===== config.mk =====
export PLATFORM = sky130hd
export DESIGN_NAME = gpio_port_direction_output_input
export DESIGN_NICKNAME = d
export VERILOG_FILES = /design/src/hdl/gpio_port_pkg.sv /design/src/hdl/gpio_port_direction_output_input.sv
export SDC_FILE = /design/constraint.sdc
export NUM_CORES = 1
export LEC_CHECK = 0
export ABC_AREA = 1
export ABC_CLOCK_PERIOD_IN_PS = 2300
export BUFFER_PORTS_ARGS = -buffer_cell sky130_fd_sc_hd__buf_4
export CAP_MARGIN = 20
export CORE_ASPECT_RATIO = 0.8
export CORE_MARGIN = 10
export CORE_UTILIZATION = 30
export CTS_CLUSTER_SIZE = 30
export DETAILED_ROUTE_END_ITERATION = 6
export HOLD_SLACK_MARGIN = 0.05
export PLACE_DENSITY_LB_ADDON = 0.15
export SLEW_MARGIN = 25
export SYNTH_ARGS = -nofsm -noshare
export SYNTH_HDL_FRONTEND = slang
export SYNTH_SLANG_ARGS = --single-unit

===== constraint.sdc =====
create_clock -name aclk -period 2.3 [get_ports aclk]
set_input_delay 0.46 -clock aclk [delete_from_list [all_inputs] [get_ports aclk]]
set_output_delay 0.46 -clock aclk [all_outputs]
set_load 0.005 [all_outputs]

===== src/hdl/gpio_port_pkg.sv =====
// Constants and types for the eight-pin GPIO port
package gpio_port_pkg;

    // Register indices; byte address is four times the index
    localparam logic [5:0] IDX_DIR = 6'h00;
    localparam logic [5:0] IDX_DIR_SET = 6'h01;
    localparam logic [5:0] IDX_DIR_CLR = 6'h02;
    localparam logic [5:0] IDX_DIR_TGL = 6'h03;
    localparam logic [5:0] IDX_LVL = 6'h04;
    localparam logic [5:0] IDX_LVL_SET = 6'h05;
    localparam logic [5:0] IDX_LVL_CLR = 6'h06;
    localparam logic [5:0] IDX_LVL_TGL = 6'h07;
    localparam logic [5:0] IDX_SAMPLED = 6'h08;
    localparam logic [5:0] IDX_FLAGS = 6'h09;
    localparam logic [5:0] IDX_BANK = 6'h0a;
    localparam logic [5:0] IDX_PAD0 = 6'h10;
    localparam logic [5:0] IDX_PAD7 = 6'h17;

    // Field positions
    localparam int SLEW_BIT = 0;
    localparam int FLIP_BIT = 7;

    localparam logic [7:0] RESET_VALUE = 8'h00;
    localparam logic [1:0] RESP_OKAY = 2'h0;
    localparam logic [1:0] RESP_SLVERR = 2'h2;

    typedef enum logic [2:0] {
        SENSE_NONE = 3'h0,
        SENSE_BOTH = 3'h1,
        SENSE_RISE = 3'h2,
        SENSE_FALL = 3'h3,
        SENSE_OFF = 3'h4,
        SENSE_LOW = 3'h5
    } sense_type;

    typedef struct packed {
        logic polarity_flip;
        logic [2:0] sense_select;
    } pad_setup_type;

    typedef struct packed {
        logic [5:0] idx;
        logic [7:0] data;
        logic strb;
    } wr_req_type;

endpackage


===== src/hdl/gpio_port_direction_output_input.sv =====
// Eight-pin GPIO port with AXI4-Lite register access
`timescale 1ns/1ps
module gpio_port_direction_output_input (
    input wire logic aclk,
    input wire logic aresetn,
    input wire logic [31:0] s_axi_awaddr,
    input wire logic s_axi_awvalid,
    output logic s_axi_awready,
    input wire logic [31:0] s_axi_wdata,
    input wire logic [3:0] s_axi_wstrb,
    input wire logic s_axi_wvalid,
    output logic s_axi_wready,
    output logic [1:0] s_axi_bresp,
    output logic s_axi_bvalid,
    input wire logic s_axi_bready,
    input wire logic [31:0] s_axi_araddr,
    input wire logic s_axi_arvalid,
    output logic s_axi_arready,
    output logic [31:0] s_axi_rdata,
    output logic [1:0] s_axi_rresp,
    output logic s_axi_rvalid,
    input wire logic s_axi_rready,
    input wire logic [7:0] pad_in,
    output logic [7:0] pad_out,
    output logic [7:0] pad_oe,
    output logic slew_limit,
    output logic irq
);

    ////////////////////////////////////////////////////////////////
    function automatic logic mapped(input logic [5:0] idx);
        mapped = (idx <= gpio_port_pkg::IDX_BANK) ||
            (idx >= gpio_port_pkg::IDX_PAD0 && idx <= gpio_port_pkg::IDX_PAD7);
    endfunction

    logic aw_full_reg, aw_full_next;
    logic w_full_reg, w_full_next;
    gpio_port_pkg::wr_req_type wr_reg, wr_next;
    logic bvalid_reg, bvalid_next;
    logic [1:0] bresp_reg, bresp_next;
    logic rvalid_reg, rvalid_next;
    logic [1:0] rresp_reg, rresp_next;
    logic [7:0] rdata_reg, rdata_next;
    logic [7:0] dir_reg, dir_next;
    logic [7:0] lvl_reg, lvl_next;
    logic [7:0] sampled_reg, sampled_next;
    logic [7:0] flags_reg, flags_next;
    logic slew_reg, slew_next;
    gpio_port_pkg::pad_setup_type [7:0] setup_reg, setup_next;
    logic [7:0] sync1_reg, sync2_reg;
    logic [7:0] pad_out_reg, pad_out_next;
    logic [7:0] flip, buf_en, in_lvl, event_hit, clr_mask;
    logic do_wr, wr_ok;
    logic [7:0] wd;
    logic [5:0] ar_idx;

    assign s_axi_awready = !aw_full_reg;
    assign s_axi_wready = !w_full_reg;
    assign s_axi_bvalid = bvalid_reg;
    assign s_axi_bresp = bresp_reg;
    assign s_axi_arready = !rvalid_reg;
    assign s_axi_rvalid = rvalid_reg;
    assign s_axi_rresp = rresp_reg;
    assign s_axi_rdata = {24'h000000, rdata_reg};
    assign pad_oe = dir_reg;
    assign pad_out = pad_out_reg;
    assign slew_limit = slew_reg;
    assign irq = |flags_reg;

    // Both halves of a write may arrive in either order
    assign do_wr = aw_full_reg && w_full_reg && !bvalid_reg;
    assign wr_ok = do_wr && wr_reg.strb && mapped(wr_reg.idx);
    assign wd = wr_reg.data;
    assign ar_idx = s_axi_araddr[7:2];

    ////////////////////////////////////////////////////////////////
    always_comb
    begin
        aw_full_next = aw_full_reg;
        w_full_next = w_full_reg;
        wr_next = wr_reg;
        bvalid_next = bvalid_reg;
        bresp_next = bresp_reg;
        if (s_axi_awvalid && !aw_full_reg)
        begin
            aw_full_next = 1'b1;
            wr_next.idx = s_axi_awaddr[7:2];
        end
        if (s_axi_wvalid && !w_full_reg)
        begin
            w_full_next = 1'b1;
            wr_next.data = s_axi_wdata[7:0];
            wr_next.strb = s_axi_wstrb[0];
        end
        if (do_wr)
        begin
            aw_full_next = 1'b0;
            w_full_next = 1'b0;
            bvalid_next = 1'b1;
            bresp_next = mapped(wr_reg.idx) ? gpio_port_pkg::RESP_OKAY : gpio_port_pkg::RESP_SLVERR;
        end
        else if (bvalid_reg && s_axi_bready)
            bvalid_next = 1'b0;
    end

    always_ff @(posedge aclk)
    begin
        if (!aresetn)
        begin
            aw_full_reg <= 1'b0;
            w_full_reg <= 1'b0;
            wr_reg <= '0;
            bvalid_reg <= 1'b0;
            bresp_reg <= gpio_port_pkg::RESP_OKAY;
        end
        else
        begin
            aw_full_reg <= aw_full_next;
            w_full_reg <= w_full_next;
            wr_reg <= wr_next;
            bvalid_reg <= bvalid_next;
            bresp_reg <= bresp_next;
        end
    end

    ////////////////////////////////////////////////////////////////
    always_comb
    begin
        rvalid_next = rvalid_reg;
        rresp_next = rresp_reg;
        rdata_next = rdata_reg;
        if (s_axi_arvalid && !rvalid_reg)
        begin
            rvalid_next = 1'b1;
            rresp_next = mapped(ar_idx) ? gpio_port_pkg::RESP_OKAY : gpio_port_pkg::RESP_SLVERR;
            rdata_next = gpio_port_pkg::RESET_VALUE;
            case (ar_idx)
                gpio_port_pkg::IDX_DIR,
                gpio_port_pkg::IDX_DIR_SET,
                gpio_port_pkg::IDX_DIR_CLR,
                gpio_port_pkg::IDX_DIR_TGL: rdata_next = dir_reg;
                gpio_port_pkg::IDX_LVL,
                gpio_port_pkg::IDX_LVL_SET,
                gpio_port_pkg::IDX_LVL_CLR,
                gpio_port_pkg::IDX_LVL_TGL: rdata_next = lvl_reg;
                gpio_port_pkg::IDX_SAMPLED: rdata_next = sampled_reg;
                gpio_port_pkg::IDX_FLAGS: rdata_next = flags_reg;
                gpio_port_pkg::IDX_BANK: rdata_next = {7'h00, slew_reg};
                default:
                begin
                    if (ar_idx >= gpio_port_pkg::IDX_PAD0 && ar_idx <= gpio_port_pkg::IDX_PAD7)
                        rdata_next = {setup_reg[ar_idx[2:0]].polarity_flip, 4'h0,
                            setup_reg[ar_idx[2:0]].sense_select};
                end
            endcase
        end
        else if (rvalid_reg && s_axi_rready)
            rvalid_next = 1'b0;
    end

    always_ff @(posedge aclk)
    begin
        if (!aresetn)
        begin
            rvalid_reg <= 1'b0;
            rresp_reg <= gpio_port_pkg::RESP_OKAY;
            rdata_reg <= gpio_port_pkg::RESET_VALUE;
        end
        else
        begin
            rvalid_reg <= rvalid_next;
            rresp_reg <= rresp_next;
            rdata_reg <= rdata_next;
        end
    end

    ////////////////////////////////////////////////////////////////
    // Sense decode per pin; edges compare against the held sample
    genvar n;
    generate
        for (n = 0; n < 8; n++)
        begin : g_pin
            logic [2:0] sel;
            assign sel = setup_reg[n].sense_select;
            assign flip[n] = setup_reg[n].polarity_flip;
            assign buf_en[n] = (sel != gpio_port_pkg::SENSE_OFF);
            assign in_lvl[n] = sync2_reg[n] ^ flip[n];
            always_comb
            begin
                case (sel)
                    gpio_port_pkg::SENSE_BOTH: event_hit[n] = in_lvl[n] != sampled_reg[n];
                    gpio_port_pkg::SENSE_RISE: event_hit[n] = in_lvl[n] && !sampled_reg[n];
                    gpio_port_pkg::SENSE_FALL: event_hit[n] = !in_lvl[n] && sampled_reg[n];
                    gpio_port_pkg::SENSE_LOW: event_hit[n] = !in_lvl[n];
                    default: event_hit[n] = 1'b0;
                endcase
            end
        end
    endgenerate

    assign clr_mask = (wr_ok && wr_reg.idx == gpio_port_pkg::IDX_FLAGS) ? wd : 8'h00;

    always_comb
    begin
        dir_next = dir_reg;
        lvl_next = lvl_reg;
        slew_next = slew_reg;
        setup_next = setup_reg;
        // A new event wins over a clear in the same cycle
        flags_next = (flags_reg & ~clr_mask) | event_hit;
        sampled_next = (in_lvl & buf_en) | (sampled_reg & ~buf_en);
        if (wr_ok)
        begin
            case (wr_reg.idx)
                gpio_port_pkg::IDX_DIR: dir_next = wd;
                gpio_port_pkg::IDX_DIR_SET: dir_next = dir_reg | wd;
                gpio_port_pkg::IDX_DIR_CLR: dir_next = dir_reg & ~wd;
                gpio_port_pkg::IDX_DIR_TGL: dir_next = dir_reg ^ wd;
                gpio_port_pkg::IDX_LVL: lvl_next = wd;
                gpio_port_pkg::IDX_LVL_SET: lvl_next = lvl_reg | wd;
                gpio_port_pkg::IDX_LVL_CLR: lvl_next = lvl_reg & ~wd;
                gpio_port_pkg::IDX_LVL_TGL,
                gpio_port_pkg::IDX_SAMPLED: lvl_next = lvl_reg ^ wd;
                gpio_port_pkg::IDX_BANK: slew_next = wd[gpio_port_pkg::SLEW_BIT];
                default:
                begin
                    if (wr_reg.idx >= gpio_port_pkg::IDX_PAD0)
                    begin
                        setup_next[wr_reg.idx[2:0]].polarity_flip = wd[gpio_port_pkg::FLIP_BIT];
                        setup_next[wr_reg.idx[2:0]].sense_select = wd[2:0];
                    end
                end
            endcase
        end
        // Level seen on the pad only matters while the driver is on
        pad_out_next = lvl_next;
        for (int i = 0; i < 8; i++)
            pad_out_next[i] = lvl_next[i] ^ setup_next[i].polarity_flip;
    end

    // Two stages absorb metastability; first stage feeds only the second
    always_ff @(posedge aclk)
    begin
        if (!aresetn)
        begin
            sync1_reg <= gpio_port_pkg::RESET_VALUE;
            sync2_reg <= gpio_port_pkg::RESET_VALUE;
            dir_reg <= gpio_port_pkg::RESET_VALUE;
            lvl_reg <= gpio_port_pkg::RESET_VALUE;
            sampled_reg <= gpio_port_pkg::RESET_VALUE;
            flags_reg <= gpio_port_pkg::RESET_VALUE;
            slew_reg <= 1'b0;
            setup_reg <= '0;
            pad_out_reg <= gpio_port_pkg::RESET_VALUE;
        end
        else
        begin
            sync1_reg <= pad_in;
            sync2_reg <= sync1_reg;
            dir_reg <= dir_next;
            lvl_reg <= lvl_next;
            sampled_reg <= sampled_next;
            flags_reg <= flags_next;
            slew_reg <= slew_next;
            setup_reg <= setup_next;
            pad_out_reg <= pad_out_next;
        end
    end

    logic wr_dir_set, wr_dir_clr, wr_dir_tgl, wr_lvl_tgl;
    assign wr_dir_set = wr_ok && wr_reg.idx == gpio_port_pkg::IDX_DIR_SET;
    assign wr_dir_clr = wr_ok && wr_reg.idx == gpio_port_pkg::IDX_DIR_CLR;
    assign wr_dir_tgl = wr_ok && wr_reg.idx == gpio_port_pkg::IDX_DIR_TGL;
    assign wr_lvl_tgl = wr_ok && (wr_reg.idx == gpio_port_pkg::IDX_LVL_TGL ||
        wr_reg.idx == gpio_port_pkg::IDX_SAMPLED);
endmodule // gpio_port_direction_output_input


==> results of run 1 <==
final cells by class:
class | instances | share of cell area
Clock inverter | 15 | 0.0173
Clock buffer | 17 | 0.0512
Tap cell | 306 | 0.0461
Multi-Input combinational cell | 738 | 0.446
Inverter | 153 | 0.0693
Sequential cell | 118 | 0.284
Timing Repair Buffer | 93 | 0.0855
how the worst min path moves through the flow:
stage,start,end,slack (ns),cells past startpoint
final,pad_in[6],sync1_reg[6],0.21,3
after global routing,pad_in[5],sync1_reg[5],0.19,3
after detailed placement,sync1_reg[5],sync2_reg[5],0.40,2
after global placement,sync1_reg[6],sync2_reg[6],0.39,2
after floorplan,sync1_reg[0],sync2_reg[0],0.39,2
after CTS,pad_in[0],sync1_reg[0],0.19,3
worst register-to-register path, cell delays in order, from the launching register on:
cell	delay, ns
dfxtp_1	0.51
inv_2	0.07
nor2_1	0.20
nand2_1	0.14
nor2_2	0.34
nand2_1	0.10
nand2_1	0.09
nor2_1	0.05
nand2_1	0.05
nand2_1	0.15
nand2_1	0.10
nand2_1	0.05
nor2_1	0.16
routing by layer:
layer / routed length, microns / track usage / part of all wire / vias to the layer above
met5: 0 / 0 / 0 / -
met4: 295 / 0.0426 / 0.013 / 0
met3: 1230 / 0.0355 / 0.054 / 18
met2: 9580 / 0.228 / 0.42 / 157
met1: 11700 / 0.223 / 0.51 / 2838
li1: - / - / - / 3396
kinds of logic after synthesis:
logic type                 synth area share
and+or+nand+nor                       0.296
other                              0.000547
buffers and inverters                 0.129
adders and majority gates            0.0875
DFF                                   0.344
AOI/OAI and AO/OA                     0.133
xor gates and xnor gates             0.0102
power by group:
group | internal (mW) | switching [mW] | total [mW] | leakage, nW
Sequential | 2.09 | 0.0421 | 2.14 | 0.959
Clock | 1.51 | 1.11 | 2.62 | 0.268
Combinational | 0.183 | 0.380 | 0.564 | 2.78
Total | 3.79 | 1.53 | 5.32 | 4.01
synth_stat cells (2+ instances only):
cell,n,area share
buf_1,2,0.0011
o2111ai_1,2,0.0026
a22oi_1,4,0.0044
ha_1,48,0.088
o211ai_1,8,0.0088
o21ai_1,11,0.0080
nor3_1,11,0.0080
clkbuf_1,15,0.0082
nor4_1,2,0.0018
nor2_4,5,0.0082
inv_2,21,0.011
o31ai_1,2,0.0022
o21ai_0,66,0.048
nand3_2,2,0.0029
nand4_1,16,0.015
nor2_1,111,0.061
nand2_1,296,0.16
nand3_1,31,0.023
buf_2,2,0.0015
inv_1,130,0.071
o22ai_1,9,0.0082
nand2_2,6,0.0055
xor2_1,7,0.0089
nor2_2,6,0.0055
a21oi_1,59,0.043
buf_6,2,0.0033
dfxtp_1,118,0.34
buf_4,28,0.031
a211oi_1,5,0.0055
metrics by stage:
stage | power (mW) | cell area (sq um) | hold WS [ns] | std cells
after global routing | 5.56 | 8310 | 0.192 | 1440
after detailed placement | 2.74 | 7740 | 0.396 | 1408
final | 5.32 | 8310 | 0.212 | 1440
after global placement | 2.74 | 7740 | 0.392 | 1408
after floorplan | 2.53 | 6950 | 0.390 | 1058
after CTS | 5.38 | 8310 | 0.194 | 1440
==> qor.csv, run 1 <==
stage,metric,value,unit
run_status,status,completed,
timing,rsz0062_at_grt,no,
setup_path,slowest_stage,dfxtp_1,
floorplanning,die_h,155,microns
hold_path,hold_path.class,in -> reg,
synthesis,synth_flop_cell,dfxtp_1,
clock_network,cts.sink_count,118,
power_and_ir_drop,vdd_drop_max,0.498,mV
synthesis,synthArstFlopShare,0,
setup_path,crit_fanout,9,
route,first_iter_violations,636,
setup_path,regToRegStartpoint,wr_reg[11],
floorplanning,row_count,49,
route,wl_per_cell,15.8,microns
setup_path,endpoint_kind,register,
synthesis,synth_area,6860,sq um
synthesis,yosysSeqAreaShare,0.344,
layout,fill_cells,2473,
setup_path,path_depth,12,
place,dpl.hpwl,17.3,mm
floorplanning,die-area,29400,sq um
place,place.gp.congestion,0.881,
layout,final_cell_mix,"296 x nand2_1, 130 x inv_1, 118 x dfxtp_1, 111 x nor2_1, 92 x buf_4",
layout,final_nets,1284,
clock_network,clock_tree.root_cell,clkbuf_16,
power_and_ir_drop,cellLeakagePower,4.01,nW
timing,setup_viol,0,
timing,worstMarginPinSlew,0.627,ns
clock_network,clk_path_buf_depth,2,
timing,clock_skew,0.00808,ns
timing,period_share,0.895,
setup_path,path_buf_inv,1,
global_routing,overflow,0,
synthesis,synth-seq-cells,118,
route,firstDrtPassIters,5,
timing,hold_viol,0,
global_routing,grt_max_degree,74,
route,num_vias,6409,
timing,slew_violations,0,
timing,relSlewSlack,0.580,
setup_path,path_cells,inv_2 > nor2_1 > nand2_1 > nor2_2 > nand2_1 > nand2_1 > nor2_1 > nand2_1 > nand2_1 > nand2_1 > nand2_1 > nor2_1,
clock_network,post_cts.repair.setup_buffers,0,
place,pre_cts_ws,0.291,ns
power_and_ir_drop,power-per-cell-area,640,nW/um^2
setup_path,worstReg2RegEnd,pad_out[4],
layout,regArea,2360,sq um
synthesis,synth_cells,1033,
layout,diodes,0,
synthesis,synth_warnings,0,
route,ant_nets,0,
clock_network,cts_resized,0,
clock_network,ctsHoldBuffers,0,
layout,area_growth_syn_to_layout,21.1,%
setup_path,r2r_cells,12,
clock_network,clk_latency,0.42,ns
layout,multi_input_area,3710,sq um
setup_path,required,2.64,ns
global_routing,antenna_found_initial,0,
floorplanning,core-area,22500,sq um
floorplanning,initial_core_util,0.305,
timing,timing.fmax,486,MHz
layout,final_common_cell,nand2_1,
clock_network,path_clk_slew,0.06,ns
timing,period_needed,2.06,ns
route,vias_per_cell,4.45,
setup_path,crit_path_end,pad_out[4],
layout,drive_gt1_frac,0.147,
timing,setup_slack,0.242,ns
flow_run,maxCapViolCount,0,
timing,setup-tns-final,0,ns
synthesis,syn_area_per_cell,6.64,sq um
floorplanning,io_pins,174,
setup_path,cpPeakStageDelay,0.51,ns
setup_path,setup.worst_path.start,wr_reg[11],
synthesis,synth_edf_count,0,
setup_path,startpoint_type,register,
clock_network,cts_tree,yes,
setup_path,criticalPathCategory,reg -> reg,
global_routing,grt_pass1_vias,6052,
synthesis,netlist-cell-type-count,37,
setup_path,crit_family,simple AND/OR/NAND/NOR gates,
global_routing,track_usage,0.156,
setup_path,crit_path_frequent_cell,nand2_1,
setup_path,cp.arrival,2.40,ns
route,drcViolationCount,0,
clock_network,cts_made_buffers,17,
floorplanning,fp.dieW,189,microns
place,port_buffers,68,
global_routing,grt_pass1_wl,35.5,mm
layout,fin_util,0.369,
setup_path,r2r_slack,0.24,ns
clock_network,cts_max_level,4,
route,routed_wirelength,22.8,mm
(Power assumes the default switching activity.)
==> run 2: changes to the inputs <==
--- a/config.mk
+++ b/config.mk
@@ -11,7 +11,7 @@
 export CAP_MARGIN = 20
 export CORE_ASPECT_RATIO = 0.8
 export CORE_MARGIN = 10
-export CORE_UTILIZATION = 30
+export CORE_UTILIZATION = 58
 export CTS_CLUSTER_SIZE = 30
 export DETAILED_ROUTE_END_ITERATION = 6
 export HOLD_SLACK_MARGIN = 0.05
==> qor.csv, run 2 (synthesized netlist as in run 1, its figures left out) <==
stage,metric,value,unit,change
run_status,status,completed,,
global_routing,antenna_found_initial,0,,unchanged
clock_network,cts.sink_count,118,,unchanged
floorplanning,io_pins,174,,unchanged
layout,multi_input_area,3710,sq um,unchanged
clock_network,cts_max_level,4,,unchanged
power_and_ir_drop,power-per-cell-area,672,nW/um^2,+4.9%
timing,timing.fmax,474,MHz,-2.5%
clock_network,cts_resized,0,,unchanged
setup_path,crit_family,simple AND/OR/NAND/NOR gates,,
hold_path,hold_path.class,in -> reg,,
setup_path,regToRegStartpoint,wr_reg[11],,
floorplanning,initial_core_util,0.593,,+0.288
route,first_iter_violations,725,,+14%
setup_path,path_cells,inv_2 > nor2_1 > nand3_1 > nand3_2 > nand3_1 > nand2_1 > nand2_1 > nor2_1 > nor2_1,,
setup_path,startpoint_type,register,,
timing,clock_skew,0.0166,ns,+0.00849 ns
setup_path,crit_path_frequent_cell,nor2_1,,
setup_path,crit_fanout,9,,unchanged
route,routed_wirelength,20.2,mm,-11%
layout,area_growth_syn_to_layout,17.9,%,
clock_network,clock_tree.root_cell,clkbuf_16,,
clock_network,ctsHoldBuffers,0,,unchanged
layout,final_common_cell,nand2_1,,
layout,diodes,0,,unchanged
timing,slew_violations,0,,unchanged
timing,setup_viol,0,,unchanged
setup_path,slowest_stage,dfxtp_1,,
timing,period_needed,2.11,ns,+0.0533 ns
clock_network,clk_path_buf_depth,2,,unchanged
place,dpl.hpwl,14.8,mm,-14%
route,num_vias,6762,,+5.5%
power_and_ir_drop,vdd_drop_max,0.535,mV,+7.4%
global_routing,grt_pass1_wl,32.2,mm,-9.1%
global_routing,track_usage,0.244,,+0.0884
power_and_ir_drop,cellLeakagePower,3.98,nW,-0.66%
floorplanning,die-area,16600,sq um,-43%
setup_path,setup.worst_path.start,wr_reg[11],,
timing,setup-tns-final,0,ns,unchanged
flow_run,maxCapViolCount,0,,unchanged
timing,relSlewSlack,0.412,,-0.169
timing,period_share,0.918,,+0.0232
place,place.gp.congestion,0.994,,+13%
setup_path,cp.arrival,2.42,ns,+0.02 ns
setup_path,endpoint_kind,register,,
route,wl_per_cell,15.8,microns,about the same
layout,drive_gt1_frac,0.140,,-0.00707
floorplanning,row_count,35,,-29%
layout,regArea,2360,sq um,unchanged
clock_network,cts_made_buffers,17,,unchanged
place,port_buffers,68,,unchanged
floorplanning,core-area,11600,sq um,-49%
layout,final_nets,1277,,-0.55%
setup_path,criticalPathCategory,reg -> reg,,
global_routing,grt_pass1_vias,6375,,+5.3%
route,vias_per_cell,5.30,,+19%
route,drcViolationCount,0,,unchanged
setup_path,path_buf_inv,1,,unchanged
global_routing,overflow,0,,unchanged
timing,rsz0062_at_grt,no,,
floorplanning,fp.dieW,142,microns,-25%
route,firstDrtPassIters,5,,unchanged
timing,worstMarginPinSlew,0.881,ns,+0.254 ns
setup_path,cpPeakStageDelay,0.52,ns,about the same
clock_network,cts_tree,yes,,
clock_network,clk_latency,0.43,ns,about the same
clock_network,path_clk_slew,0.06,ns,about the same
timing,hold_slack,0.218,ns,+0.00600 ns
clock_network,post_cts.repair.setup_buffers,0,,unchanged
timing,hold_viol,0,,unchanged
floorplanning,die_h,117,microns,-24%
route,ant_nets,0,,unchanged
setup_path,required,2.61,ns,-0.03 ns
layout,fill_cells,1013,,-59%
hold_path,min_from,pad_in[1],,
global_routing,grt_max_degree,46,,-38%
layout,final_cell_mix,"296 x nand2_1, 130 x inv_1, 118 x dfxtp_1, 111 x nor2_1, 86 x buf_4",,
==> run 2: cell types whose count changed in the layout (fill, tap and decap cells not counted), sizes merged <==
cell	delta
clkinvlp	+1
buf	-7
bufinv	+2
clkbuf	+4
inv	-7
==> run 2: path summary, 6_finish.rpt <==
| kind | endpoint | slack, ns | cells past startpoint |
|---|---|---|---|
| max | pad_out[3] | 0.19 | 9 |
| min | sync1_reg[1] | 0.22 | 3 |
| max reg2reg | pad_out[3] | 0.19 | 9 |
| min reg2reg | sync2_reg[6] | 0.41 | 2 |
==> run 2: final cells by class <==
| class | count | area share |
|---|---|---|
| clock buffers | 21 | 0.0569 |
| clock inverters | 11 | 0.0186 |
| inverters | 153 | 0.0712 |
| multi-input cells | 738 | 0.459 |
| flip-flops and latches | 118 | 0.292 |
| well taps | 148 | 0.0229 |
| repair buffers | 86 | 0.0798 |
==> run 2: per-layer routing <==
layer  global-route usage  wire, microns
met5                    0              0
met4               0.0986            580
met1                0.319           8900
met3               0.0690           2160
met2                0.374           8560
==> run 2: tightest hold or removal path: stages <==
cell and delay, ns:
buf_4 0.07, nand2_1 0.04, inv_1 0.04
==> run 2: through the flow <==
step	instances	worst slack [ns]	area, sq um	total power, mW	util
floorplan	1058	0.749	6950	2.53	-
global placement	1243	0.292	7480	2.69	0.647
detailed placement	1243	0.282	7480	2.70	0.647
CTS	1275	0.260	8090	5.44	0.700
global route	1275	0.0304	8090	5.60	0.700
finish	1275	0.189	8090	5.43	0.700
==> run 2: report_power, final <==
group	switching, mW	internal [mW]	total (mW)
clock network	0.992	1.76	2.75
logic	0.367	0.176	0.543
registers	0.0413	2.09	2.14
